<file path="src/hw/arsk_consts.vh">
`ifndef ARSK_CONSTS_VH
`define ARSK_CONSTS_VH
// Operation select codes
`define ARSK_OP_W 4
`define ARSK_OP_NONE 4'h0
`define ARSK_OP_ROT_CARRY_ACC 4'h1
`define ARSK_OP_BORROW_ACC 4'h2
`define ARSK_OP_BORROW_MEM 4'h3
`define ARSK_OP_SUB_ACC 4'h4
`define ARSK_OP_SUB_MEM 4'h5
`define ARSK_OP_SUB_IMM 4'h6
`define ARSK_OP_DEC_MEM 4'h7
`define ARSK_OP_DEC_ACC 4'h8
`define ARSK_OP_INC_MEM 4'h9
`define ARSK_OP_INC_ACC 4'hA
`define ARSK_OP_SET_BYTE 4'hB
`define ARSK_OP_SET_BIT 4'hC
`define ARSK_OP_BIT_SKIP 4'hD
`define ARSK_OP_SWAP 4'hE
// Flag vector bit positions {ov,z,ac,c}
`define ARSK_FLAG_C 0
`define ARSK_FLAG_AC 1
`define ARSK_FLAG_Z 2
`define ARSK_FLAG_OV 3
// Reset values and datapath constants
`define ARSK_ACC_RST 8'h00
`define ARSK_FLAGS_RST 4'h0
`define ARSK_ALL_ONES 8'hFF
`define ARSK_ONE 8'h01
// Cycles taken by a skipping instruction
`define ARSK_SKIP_CYCLES 2
`endif

</file>
<file path="src/hw/arsk_alu.v">
// What this block does
// - Rotate-right-through-carry puts old carry in acc bit 7, operand bit 0 in carry, memory kept.
// - Subtract-with-borrow gives acc + ~m + c to acc or memory, updating ov, z, ac and c.
// - Subtract-memory gives acc + ~m + 1 to acc or memory, updating ov, z, ac and c.
// - Subtract-immediate gives acc + ~imm + 1 to acc, updating ov, z, ac and c.
// - Decrement-skip writes m - 1 back and skips on zero, flags untouched.
// - Decrement-to-acc puts m - 1 in acc, memory kept, skips on zero, flags untouched.
// - Increment-skip writes m + 1 back and skips on zero, flags untouched.
// - Increment-to-acc puts m + 1 in acc, memory kept, skips on zero, flags untouched.
// - A taken skip discards the prefetched instruction with one dummy cycle, else one cycle.
// - Whole-byte set writes all ones to memory, flags untouched.
// - Bit set forces the selected bit to one, others kept, flags untouched.
// - Bit-test skip skips when the selected bit is one, nothing modified.
// - Nibble swap exchanges the two halves of the operand in place, flags untouched.
`timescale 1ns/100ps
`include "arsk_consts.vh"

module arsk_alu #(
	parameter DW = 8
) (
	// Clock and reset
	input wire i_sys_clk,
	input wire i_nrst,
	// Instruction issue
	input wire i_valid,
	input wire [3:0] i_op,
	input wire [DW-1:0] i_mem,
	input wire [DW-1:0] i_imm,
	input wire [2:0] i_bit_sel,
	// Results
	output reg [DW-1:0] o_acc,
	output reg [3:0] o_flags,
	output reg [DW-1:0] o_mem_wdata,
	output reg o_mem_we,
	output reg o_skip,
	output reg o_busy,
	output reg o_done
);

	localparam ST_RUN = 1'b0;
	localparam ST_DUMMY = 1'b1;

	reg state_r;
	reg [DW-1:0] res;
	reg to_acc;
	reg to_mem;
	reg skip;
	reg [3:0] fl;
	reg [DW:0] sum;
	reg [DW-1:0] opb;
	reg cin;
	reg arith;
	wire [DW-1:0] bit_mask;

	// Next values of the retiring registers, captured by the flops at the bottom
	reg state_nxt;
	reg [DW-1:0] acc_nxt;
	reg [3:0] flags_nxt;
	reg [DW-1:0] wdata_nxt;
	reg we_nxt;
	reg skip_nxt;
	reg busy_nxt;
	reg done_nxt;

	// Zero test shared by the decrement and increment skip decisions and the zero flag
	function is_zero;
		input [DW-1:0] val;
		begin
			is_zero = (val == {DW{1'b0}});
		end
	endfunction

	// Flags of a subtract done as a + b + cin, with b already inverted
	function [3:0] sub_flags;
		input [DW-1:0] a;
		input [DW-1:0] b;
		input c_in;
		reg [DW:0] full;
		reg [4:0] low;
		begin
			full = {1'b0, a} + {1'b0, b} + {{DW{1'b0}}, c_in};
			low = {1'b0, a[3:0]} + {1'b0, b[3:0]} + {4'h0, c_in};
			// Carry set means no borrow was needed
			sub_flags[`ARSK_FLAG_C] = full[DW];
			sub_flags[`ARSK_FLAG_AC] = low[4];
			sub_flags[`ARSK_FLAG_Z] = is_zero(full[DW-1:0]);
			// Overflow when both inputs share a sign the result lacks
			sub_flags[`ARSK_FLAG_OV] = (a[DW-1] == b[DW-1]) && (full[DW-1] != a[DW-1]);
		end
	endfunction

	// One-hot mask for the selected bit, one comparator per position
	genvar gi;
	generate
		for (gi = 0; gi < DW; gi = gi + 1) begin : g_mask
			assign bit_mask[gi] = (i_bit_sel == gi);
		end
	endgenerate

	// Datapath overview:
	// Every operation but subtract-immediate and whole-byte set reads the memory operand as it stands on i_mem in the
	// issue cycle and produces one result byte in res.
	// The result is steered to the accumulator, to the memory write port,
	// or to both sides of nothing (bit test), by to_acc and to_mem.
	// All subtract forms share one adder: acc + ~operand + carry-in, where
	// the carry-in is the stored carry for the borrow forms and one otherwise.
	// Keeping a single adder trades a little decode logic for area.
	// Skip decisions come straight from the result or the tested bit, so the
	// sequencer below never has to look at the operand itself.
	// Flags default to their stored value, so any op that does not touch
	// them writes the same bits back and leaves them as they were.
	// Limitation: the nibble swap is wired for an 8-bit operand only.

	// Decode and compute one instruction
	always @* begin
		res = i_mem;
		to_acc = 1'b0;
		to_mem = 1'b0;
		skip = 1'b0;
		fl = o_flags;
		opb = ~i_mem;
		cin = 1'b1;
		arith = 1'b0;
		case (i_op)
			`ARSK_OP_ROT_CARRY_ACC: begin
				res = {o_flags[`ARSK_FLAG_C], i_mem[DW-1:1]};
				fl[`ARSK_FLAG_C] = i_mem[0];
				to_acc = 1'b1;
			end
			`ARSK_OP_BORROW_ACC, `ARSK_OP_BORROW_MEM: begin
				cin = o_flags[`ARSK_FLAG_C];
				arith = 1'b1;
				to_acc = (i_op == `ARSK_OP_BORROW_ACC);
				to_mem = (i_op == `ARSK_OP_BORROW_MEM);
			end
			`ARSK_OP_SUB_ACC, `ARSK_OP_SUB_MEM: begin
				arith = 1'b1;
				to_acc = (i_op == `ARSK_OP_SUB_ACC);
				to_mem = (i_op == `ARSK_OP_SUB_MEM);
			end
			`ARSK_OP_SUB_IMM: begin
				opb = ~i_imm;
				arith = 1'b1;
				to_acc = 1'b1;
			end
			`ARSK_OP_DEC_MEM, `ARSK_OP_DEC_ACC: begin
				res = i_mem - `ARSK_ONE;
				skip = is_zero(res);
				to_mem = (i_op == `ARSK_OP_DEC_MEM);
				to_acc = (i_op == `ARSK_OP_DEC_ACC);
			end
			`ARSK_OP_INC_MEM, `ARSK_OP_INC_ACC: begin
				res = i_mem + `ARSK_ONE;
				skip = is_zero(res);
				to_mem = (i_op == `ARSK_OP_INC_MEM);
				to_acc = (i_op == `ARSK_OP_INC_ACC);
			end
			`ARSK_OP_SET_BYTE: begin
				res = `ARSK_ALL_ONES;
				to_mem = 1'b1;
			end
			`ARSK_OP_SET_BIT: begin
				res = i_mem | bit_mask;
				to_mem = 1'b1;
			end
			`ARSK_OP_BIT_SKIP: begin
				skip = |(i_mem & bit_mask);
			end
			`ARSK_OP_SWAP: begin
				res = {i_mem[3:0], i_mem[7:4]};
				to_mem = 1'b1;
			end
			default: begin
				res = i_mem;
			end
		endcase
		// Shared adder for every subtract form
		sum = {1'b0, o_acc} + {1'b0, opb} + {{DW{1'b0}}, cin};
		if (arith) begin
			res = sum[DW-1:0];
			// All four arithmetic flags are replaced together
			fl = sub_flags(o_acc, opb, cin);
		end
	end

	// Sequencing overview:
	// An instruction is taken on the edge where i_valid is high in ST_RUN.
	// Its results, the write strobe and the skip pulse all appear one cycle
	// later, straight from flops, so the core sees settled values.
	// A taken skip parks the sequencer in ST_DUMMY for one cycle, which
	// stands in for the prefetched instruction that has to be thrown away.
	// Anything offered on i_valid during that cycle is dropped on purpose:
	// the core must not issue there, and nothing reports the drop.
	// Splitting next-value logic from the flops keeps every output a bare
	// register while the decisions stay readable in one place.

	// Next values; write strobe, skip and done fall back to zero unless set this cycle, busy holds until cleared
	always @* begin
		state_nxt = state_r;
		acc_nxt = o_acc;
		flags_nxt = o_flags;
		wdata_nxt = o_mem_wdata;
		we_nxt = 1'b0;
		skip_nxt = 1'b0;
		busy_nxt = o_busy;
		done_nxt = 1'b0;
		case (state_r)
			ST_RUN: begin
				if (i_valid) begin
					if (to_acc) begin
						acc_nxt = res;
					end
					flags_nxt = fl;
					we_nxt = to_mem;
					wdata_nxt = res;
					if (skip) begin
						skip_nxt = 1'b1;
						busy_nxt = 1'b1;
						state_nxt = ST_DUMMY;
					end else begin
						done_nxt = 1'b1;
					end
				end
			end
			default: begin
				// Dummy cycle replaces the discarded prefetch
				busy_nxt = 1'b0;
				done_nxt = 1'b1;
				state_nxt = ST_RUN;
			end
		endcase
	end

	// Sequencer state
	always @(posedge i_sys_clk or negedge i_nrst) begin
		if (!i_nrst) begin
			state_r <= ST_RUN;
		end else begin
			state_r <= state_nxt;
		end
	end

	// Accumulator and status flags
	always @(posedge i_sys_clk or negedge i_nrst) begin
		if (!i_nrst) begin
			o_acc <= `ARSK_ACC_RST;
			o_flags <= `ARSK_FLAGS_RST;
		end else begin
			o_acc <= acc_nxt;
			o_flags <= flags_nxt;
		end
	end

	// Memory write port; data takes the result of every issued op, strobed or not
	always @(posedge i_sys_clk or negedge i_nrst) begin
		if (!i_nrst) begin
			o_mem_wdata <= {DW{1'b0}};
			o_mem_we <= 1'b0;
		end else begin
			o_mem_wdata <= wdata_nxt;
			o_mem_we <= we_nxt;
		end
	end

	// Handshake pulses towards the core
	always @(posedge i_sys_clk or negedge i_nrst) begin
		if (!i_nrst) begin
			o_skip <= 1'b0;
			o_busy <= 1'b0;
			o_done <= 1'b0;
		end else begin
			o_skip <= skip_nxt;
			o_busy <= busy_nxt;
			o_done <= done_nxt;
		end
	end

endmodule // arsk_alu

</file>
<file path="config.mk">
export PLATFORM = sky130hd
export DESIGN_NAME = arsk_alu
export DESIGN_NICKNAME = d
export VERILOG_FILES = /design/src/hw/arsk_alu.v
export VERILOG_INCLUDE_DIRS = /design/src /design/src/hw
export SDC_FILE = /design/constraint.sdc
export NUM_CORES = 1
export LEC_CHECK = 0
export ABC_AREA = 1
export BUFFER_PORTS_ARGS = -buffer_cell sky130_fd_sc_hd__clkbuf_2
export CORE_ASPECT_RATIO = 2
export CORE_MARGIN = 5
export CORE_UTILIZATION = 30
export DETAILED_ROUTE_END_ITERATION = 6
export SKIP_CTS_REPAIR_TIMING = 1
export SLEW_MARGIN = 20
export SYNTH_ARGS = -nofsm -noshare
export SYNTH_HDL_FRONTEND = slang
export SYNTH_SLANG_ARGS = --single-unit
</file>
<file path="constraint.sdc">
create_clock -name i_sys_clk -period 1.9 [get_ports i_sys_clk]
set_input_delay 0.57 -clock i_sys_clk [delete_from_list [all_inputs] [get_ports i_sys_clk]]
set_output_delay 0.57 -clock i_sys_clk [all_outputs]
set_load 0.01 [all_outputs]
</file>
==> results of run 1 <==
registers in the layout, summed over array words and instances (netlist names):
register and count:
o_done 1, o_busy 1, o_mem_wdata 8, o_acc 8, o_flags 4, o_mem_we 1, state_r 1
metal layers:
layer	routed length (um)	part of all wire (%)	GRT usage (%)
met1	3180	31	17.3
met2	5740	57	38.1
met3	378	3.7	1.74
met4	841	8.3	15.3
met5	0	0	0
stage by stage:
step                utilization, %  setup TNS, ns  power, uW  hold slack (ns)  setup WS [ns]
finish                        46.5          -5.76       3030            0.298         -0.489
global route                  46.5          -7.47       3210            0.364         -0.568
CTS                           43.4          -8.67       2780            0.321         -0.583
detailed placement            42.1         -14.91       2160            0.465         -0.855
global placement              42.1         -14.30       2150            0.461         -0.827
floorplan                        -          -6.74       1500            0.274         -0.536
layout make-up:
cell class	count	area, um2	area share, %
multi-input combinational	336	1920	51.6
timing repair buffer	117	790	21.2
sequential	24	601	16.1
inverter	44	186	5.01
tap	96	120	3.23
clock buffer	3	75.1	2.02
clock inverter	1	30.0	0.807
cells by family (layout without fill, tap and decap cells):
kind of cell	after synthesis	after routing	share of synthesized area, %
XOR/XNOR	11	11	3.92
buffers and inverters	50	165	7.89
adder cells (fa/ha/maj)	13	13	7.23
flip-flops	24	24	24.4
AND/OR/NAND/NOR	271	271	47.3
AO/OA/AOI/OAI	41	41	9.26
placed cells by master, fill, tap and decap left out, types with 4 or more instances in the layout:
master,netlist,routed
dfrtp_1,24,24
xor2_1,8,7
buf_4,0,65
nor2_4,2,5
ha_1,11,10
inv_1,43,40
o21ai_0,18,15
a21oi_2,1,5
nand3_2,0,6
nand2_1,148,130
clkbuf_2,0,46
nand2_2,7,21
nand2_4,0,4
o22ai_1,4,4
a21oi_1,12,7
nand4_1,9,9
nand3_1,52,45
nor2_1,43,37
buf_6,0,5
worst min path at each step:
stage / end / cells after the start / slack, ns
finish: o_mem_wdata[4] / 1 / 0.30
floorplan: o_acc[0] / 0 / 0.27
global placement: o_flags[2] / 2 / 0.46
global route: o_mem_wdata[4] / 1 / 0.36
detailed placement: o_flags[2] / 2 / 0.47
CTS: o_mem_wdata[4] / 1 / 0.32
critical path: stages:
cell,delay (ns)
buf_8,0.08
inv_6,0.03
nor2_4,0.14
nand2_4,0.08
nor2_4,0.13
a21oi_4,0.04
fa_2,0.37
fa_2,0.36
buf_4,0.16
xor2_4,0.20
nand3_1,0.11
nor3_1,0.20
nand2_1,0.07
nand2_1,0.05
where the power goes:
group          internal (uW)  switching [uW]
Combinational            748             941
Sequential               631             102
Clock                    419             188
==> results_dict.tcl, run 1 <==
set metrics [dict create \
    period_needed_ns 2.39 \
    synth_cells 410 \
    r2r_start "o_acc[0]" \
    yosys.area.top_type "dfrtp_1" \
    drt_iter0_drc 172 \
    cp_data_required_time_ns 2.11 \
    ys_warn_count 0 \
    num-fill-cells 847 \
    post_route_cells_drive_above_1_share_pct 35.2 \
    antenna_found_initial 0 \
    final_nets 565 \
    timing_hold_violations_final 0 \
    vias 3121 \
    hold_path_class "in -> async" \
    crit_arrival_ns 2.59 \
    cp-start-kind "input port" \
    place_congestion 0.972 \
    final_cells 621 \
    cts.path.max_buffers 2 \
    htreeDepth 1 \
    synth_edf_count 0 \
    finClkSkew_ns 0.00218 \
    cts_root_buf "clkbuf_16" \
    synthArstFlopShare_pct 100 \
    place_area_um2 3370 \
    vdd_drop_max_mv 0.316 \
    max_freq_mhz 419 \
    netlist_top_cells_count "nand2_1, nand3_1, inv_1, nor2_1, dfrtp_1" \
    netlist_area_um2 2460 \
    drc 0 \
    grt_max_degree 25 \
    dr.pass1.iters 4 \
    grt_setup_unrepaired "true" \
    setup_viol 18 \
    reg2reg_slack_ns -0.13 \
    final_area_um2 3720 \
    worst-slew-pin-transition_ns 0.597 \
    grt_overflow 0 \
    clkTransAtPathRegs_ns 0.06 \
    critPathKind "in -> reg" \
    postRouteWirelength_um 10100 \
    row_count 46 \
    ioPinCount 50 \
    startpoint "i_op[1]" \
    slew_headroom_pct 60.2 \
    ys_seq_area_share_pct 24.4 \
    area_growth_pct 51.3 \
    crit_end "o_flags[2]" \
    setup_ws_ns -0.489 \
    grt_usage_pct 19.8 \
    ys_ff_latch 24 \
    wire_per_inst_um 16.3 \
    static-leakage-power_uw 0.00201 \
    place_inst 614 \
    powerDensity_nw_per_um2 814 \
    post_synth.cell_area_avg_um2 6.00 \
    floorplan.die.height_um 138 \
    slew_violations 0 \
    initial_core_util_pct 30.7 \
    num_antenna_cells 0 \
    grt_pass1_vias 3121 \
    synth_top_area_share_pct 24.4 \
    yosysUniqueCellTypes 27 \
    critPathMaxFanout 3 \
    synth-main-ff-cell "dfrtp_1" \
    r2r_cells 9 \
    synthTopCellsByArea "dfrtp_1, nand2_1, nand3_1" \
    grt_pass1_wl_um 15200 \
    routed_via_density 5.03 \
    cts_tree "yes" \
    fin_crit_sh_pct 126 \
    core-area_um2 8000 \
    cts_sinks 24 \
    syn-num-nets 449 \
    yosysMostFrequentCell "nand2_1" \
    outcome "finished with violations" \
    setup.worst_path.end_class "register" \
    r2r_end "o_flags[2]" \
    ant_nets 0 \
    fp.dieW_um 74.0 \
    portBuffers 49 \
    clk_latency_ns 0.26 \
    numCtsBuffers 3 \
    violations "setup timing" \
    dieArea_um2 10200 \
    cap_viol_max_count 0 \
    dp.final_hpwl_um 8690 \
]
No activity file was read; power rests on OpenSTA's default activity.
==> run 2: changes to the inputs <==
Settings changed: ABC_AREA 1 to not set, CORE_UTILIZATION 30 to 35.
==> run 2 against run 1 <==
The run still ends with setup timing left; first-iteration DRC count is 130% higher; wire length up 12%; die area is 2.6% lower; total power is 14% higher; sequential power fell by 2%; cell count decreased by 1.1%; worst setup slack got worse by 0.45 ns; via count up 15%; largest power group unchanged.
==> results_dict.tcl, run 2 <==
set metrics [dict create \
    outcome "finished with violations" \
    violations "setup timing" \
    use_met3_pct 3.11 \
    syn-num-nets 412 \
    hold_path_class "in -> async" \
    r2r_end "o_flags[0]" \
    dp.final_hpwl_um 8200 \
    drt_iter0_drc 401 \
    num-fill-cells 732 \
    grt_pass1_wl_um 17000 \
    slew_headroom_pct 57.7 \
    synth_top_area_share_pct 21.6 \
    regArea_um2 601 \
    layout_common_cells "buf_4, clkbuf_2, nand2_1" \
    ys_ff_latch 24 \
    multiInputGateArea_um2 2360 \
    initial_core_util_pct 35.6 \
    synthTopCellsByArea "dfrtp_1, nand2_1, o21ai_0" \
    synth_compound_area_share_pct 31.9 \
    fp.dieW_um 73.1 \
    grt_util_met2_pct 35.2 \
    htreeDepth 1 \
    core-area_um2 7830 \
    synth_cells 373 \
    setup_ws_ns -0.938 \
    cp_data_required_time_ns 2.04 \
    synth-main-ff-cell "dfrtp_1" \
    yosys.area.top_type "dfrtp_1" \
    crit_arrival_ns 2.98 \
    cts.path.max_buffers 2 \
    largest_registers "o_acc (8), o_mem_wdata (8), o_flags (4)" \
    grt_pass1_vias 3298 \
    floorplan.die.height_um 136 \
    netlist_area_um2 2790 \
    netlist_top_cells_count "nand2_1, nor2_1, o21ai_0" \
    grt_max_degree 33 \
    timing_hold_violations_final 0 \
    drc 0 \
    slew_violations 0 \
    yosysMostFrequentCell "nand2_1" \
    synth_top_family_by_area "compound AO/OA/AOI/OAI gates" \
    r2r_start "o_flags[0]" \
    synthAdderAreaFrac_pct 6.38 \
    setup.worst_path.end_class "register" \
    finClkSkew_ns 0.00343 \
    portBuffers 49 \
    num_antenna_cells 0 \
    synthArstFlopShare_pct 100 \
    place_congestion 0.982 \
    fin_util_pct 57.4 \
    max_freq_mhz 352 \
    yosysUniqueCellTypes 68 \
    place_area_um2 3870 \
    yosys.area_share.simple_pct 26.1 \
    static-leakage-power_uw 0.00201 \
    final_nets 558 \
    grt_setup_unrepaired "true" \
    reg2reg_slack_ns -0.41 \
    setup_viol 23 \
    cap_viol_max_count 0 \
    powerDensity_nw_per_um2 771 \
    period_needed_ns 2.84 \
    busiest_layer "met2" \
    worst-slew-pin-transition_ns 0.634 \
    dr.pass1.iters 6 \
    fin_crit_sh_pct 149 \
    r2r_cells 9 \
    clkTransAtPathRegs_ns 0.07 \
    post_route_cells_drive_above_1_share_pct 46.3 \
    cts_sinks 24 \
    postRouteWirelength_um 11400 \
    ant_nets 0 \
    synth_edf_count 0 \
    routed_via_density 5.86 \
    final_common_cell "buf_4" \
    clk_latency_ns 0.26 \
    grt_overflow 0 \
    post_synth.cell_area_avg_um2 7.47 \
    ioPinCount 50 \
    met1_usage_pct 28.9 \
    cp-start-kind "input port" \
    wire_per_inst_um 18.6 \
    synth_xor_area_share_pct 3.77 \
    row_count 46 \
    cts_root_buf "clkbuf_16" \
    vias 3595 \
    critPathKind "in -> reg" \
    grt_usage_pct 21.6 \
    dieArea_um2 9950 \
    vdd_drop_max_mv 0.567 \
    area_growth_pct 61.2 \
    critPathMaxFanout 7 \
    numCtsBuffers 3 \
    antenna_found_initial 0 \
    ys_seq_area_share_pct 21.6 \
    synth.area.mux_share_pct 3.64 \
    cts_tree "yes" \
    final_area_um2 4490 \
    tns_ns -15.06 \
    ys_warn_count 0 \
]
[run 2: cell count changes after synthesis, moves of 12 or more]
cell and change:
inv_1 -36, nand3_1 -44, nand2_1 -104, nand2b_1 +12, o21ai_0 +13, a21oi_1 +12
clkbuf_1 +12
[run 2: worst max path at each step]
| stage | startpoint | endpoint | cells past startpoint |
|---|---|---|---|
| finish | i_op[0] | o_acc[6] | 14 |
| global route | i_op[0] | o_acc[6] | 14 |
| CTS | i_op[0] | o_flags[2] | 14 |
| detailed placement | i_op[0] | o_flags[2] | 14 |
| global placement | i_op[0] | o_flags[2] | 14 |
| floorplan | i_op[0] | o_acc[6] | 13 |
[run 2: layer usage]
metal  vias up  routed length, um
met5         -                  0
met4         0                462
met3        39                892
met2       188               5620
met1      1681               4430
li1       1687                  -
[run 2: stage by stage]
step	hold slack [ns]	power [uW]	std cells	worst slack, ns
final	0.314	3460	614	-0.938
after global placement	0.470	2440	593	-1.22
after CTS	0.341	3080	597	-1.02
after detailed placement	0.471	2440	593	-1.30
after global routing	0.376	3670	614	-1.00
after floorplan	0.274	1640	373	-1.00
[run 2: cell families after synthesis]
family,Yosys count
flip-flops,24
XOR/XNOR,12
AO/OA/AOI/OAI,131
multiplexers,10
adder cells (fa/ha/maj),13
AND/OR/NAND/NOR,145
buffers and inverters,38
[run 2: final cells by class]
| cell class | count | share of cell area (%) |
|---|---|---|
| inverters | 9 | 0.753 |
| clock inverters | 1 | 0.669 |
| repair buffers | 170 | 28.2 |
| multi-input cells | 311 | 52.7 |
| clock buffers | 3 | 1.67 |
| well taps | 96 | 2.68 |
| flip-flops and latches | 24 | 13.4 |
[run 2: where the power goes]
group / internal (uW) / switching [uW] / total (uW) / leakage [uW]
Combinational: 1040 / 1090 / 2130 / 0.00167
Clock: 419 / 195 / 615 / 0.0000511
Sequential: 635 / 80.3 / 716 / 0.000294
[run 2: critical path: stages]
cell and delay, ns:
buf_6 0.09, nand2b_4 0.13, nor3b_2 0.20, buf_6 0.17
buf_6 0.13, o21ai_4 0.05, fa_2 0.38, fa_2 0.36
nand2b_4 0.17, a21oi_4 0.19, o311a_4 0.21, nor2_4 0.05
o31ai_2 0.22, a21oi_1 0.06
==> run 3: changes to the inputs <==
Settings changed: CORE_UTILIZATION 35 to 50, PLACE_DENSITY set to 0.76.
==> run 3 against run 2 <==
Wire length is 4.0% higher; critical path type unchanged; global-route usage is 9.0 points higher; first-iteration DRC count is 8.7% lower; the flow still finishes with violations (setup timing); non-clock buffer count is 16 lower; flip-flop and latch count stayed put; critical endpoint is now o_flags[2]; largest power group unchanged.
==> results_dict.tcl, run 3 (synthesized netlist as in run 2, its figures left out) <==
set metrics [dict create \
    row_count 38 \
    cts.path.max_buffers 2 \
    ioPinCount 50 \
    timing_hold_violations_final 0 \
    crit_family "simple AND/OR/NAND/NOR gates" \
    powerDensity_nw_per_um2 790 \
    power.total_uw 3290 \
    setup_viol 23 \
    area_growth_pct 49.5 \
    largest_registers "o_acc (8), o_mem_wdata (8), o_flags (4)" \
    vdd_drop_max_mv 0.957 \
    setup.worst_path.end_class "register" \
    place_congestion 1.05 \
    setup_ws_ns -1.04 \
    fin_crit_sh_pct 155 \
    htreeDepth 1 \
    final_common_cell "buf_4" \
    fp.dieW_um 62.8 \
    critPathMaxStageDelay_ns 0.39 \
    hold_path_class "in -> async" \
    cts_tree "yes" \
    path_cells "buf_6 -> nand2b_4 -> nor3b_2 -> buf_6 -> o21ai_4 -> fa_2 -> fa_2 -> nand2b_4 -> a21oi_4 -> nor2_2 -> buf_4 -> nor4b_2 -> a22o_1" \
    wire_per_inst_um 21.1 \
    critPathKind "in -> reg" \
    clk_latency_ns 0.29 \
    dp.final_hpwl_um 8760 \
    violations "setup timing" \
    antenna_found_initial 0 \
    cap_viol_max_count 0 \
    core-area_um2 5420 \
    grt_overflow 0 \
    final_cells 562 \
    grt_setup_unrepaired "true" \
    worst-slew-pin-transition_ns 0.618 \
    slew_violations 0 \
    dr.pass1.iters 5 \
    postRouteWirelength_um 11900 \
    grt_pass1_wl_um 17500 \
    final_area_um2 4160 \
    cts_root_buf "clkbuf_8" \
    place_area_um2 3800 \
    drc 0 \
    layout_common_cells "buf_4, clkbuf_2, nand2_1" \
    ant_nets 0 \
    slew_headroom_pct 58.8 \
    final_nets 542 \
    period_needed_ns 2.94 \
    post_route_cells_drive_above_1_share_pct 43.6 \
    vias 3660 \
    finClkSkew_ns 0.00781 \
    floorplan.die.height_um 116 \
    tns_ns -13.67 \
    cp-start-kind "input port" \
    outcome "finished with violations" \
    cts_sinks 24 \
    drt_iter0_drc 366 \
    dieArea_um2 7250 \
    grt_usage_pct 30.5 \
    slowest_stage "fa_2" \
    initial_core_util_pct 51.4 \
    critPathMaxFanout 8 \
    grt_max_degree 33 \
    clkTransAtPathRegs_ns 0.09 \
    routed_via_density 6.51 \
    place_inst 550 \
    num_antenna_cells 0 \
    numCtsBuffers 3 \
    max_freq_mhz 340 \
    critPathBufInv 3 \
    cp_data_required_time_ns 2.14 \
    portBuffers 49 \
    grt_pass1_vias 3563 \
    crit_arrival_ns 3.17 \
    static-leakage-power_uw 0.00189 \
]
[run 3: cell types whose count changed in the layout (fill, tap and decap cells not counted), moves of 3 or more]
cell and delta:
clkbuf_16 -3, nor2_2 +3, buf_8 -4, clkbuf_8 +3, o21ai_1 -3, buf_4 -9
[run 3: worst paths after layout]
check,startpoint,endpoint,slack [ns],depth (start not counted)
setup reg to reg,o_acc[0],o_flags[2],-0.59,9
hold / removal,i_nrst,o_acc[3],0.27,1
setup / recovery,i_op[0],o_flags[2],-1.04,13
hold reg to reg,state_r,o_busy,0.49,1
max in group asynchronous,i_nrst,o_mem_wdata[0],1.22,1
min in group i_sys_clk,state_r,o_busy,0.49,1
[run 3: final cells by class]
class / count / area (um2)
clock buffers: 3 / 41.3
clock inverters: 1 / 30.0
fillers: 389 / 1260
inverters: 9 / 33.8
multi-input cells: 311 / 2290
flip-flops and latches: 24 / 601
well taps: 60 / 75.1
repair buffers: 154 / 1090
[run 3: power by group]
group / total (uW) / switching (uW) / internal (uW)
logic: 2080 / 1120 / 959
clock network: 474 / 191 / 283
registers: 731 / 96.6 / 635
[run 3: per-layer routing]
| metal | share of wire [%] | global-route usage (%) |
|---|---|---|
| met5 | 0 | 0 |
| met3 | 6.4 | 3.01 |
| met2 | 53 | 55.1 |
| met1 | 31 | 30.1 |
| met4 | 9.2 | 27.9 |
[run 3: worst reg2reg max path: cells and delay by family (launching register included)]
kind / cells / cell delay (ns)
buffers and inverters: 2 / 0.22
flip-flops: 1 / 0.37
AO/OA/AOI/OAI: 2 / 0.41
adder cells (fa/ha/maj): 2 / 0.77
AND/OR/NAND/NOR: 3 / 0.67
[run 3: stage by stage]
stage	hold slack, ns	setup WS [ns]	utilization [%]
after floorplan	0.274	-1.00	-
after global placement	0.469	-1.12	70.1
after detailed placement	0.480	-1.14	70.1
after CTS	0.292	-0.834	71.4
after global routing	0.315	-1.11	76.8
final	0.269	-1.04	76.8
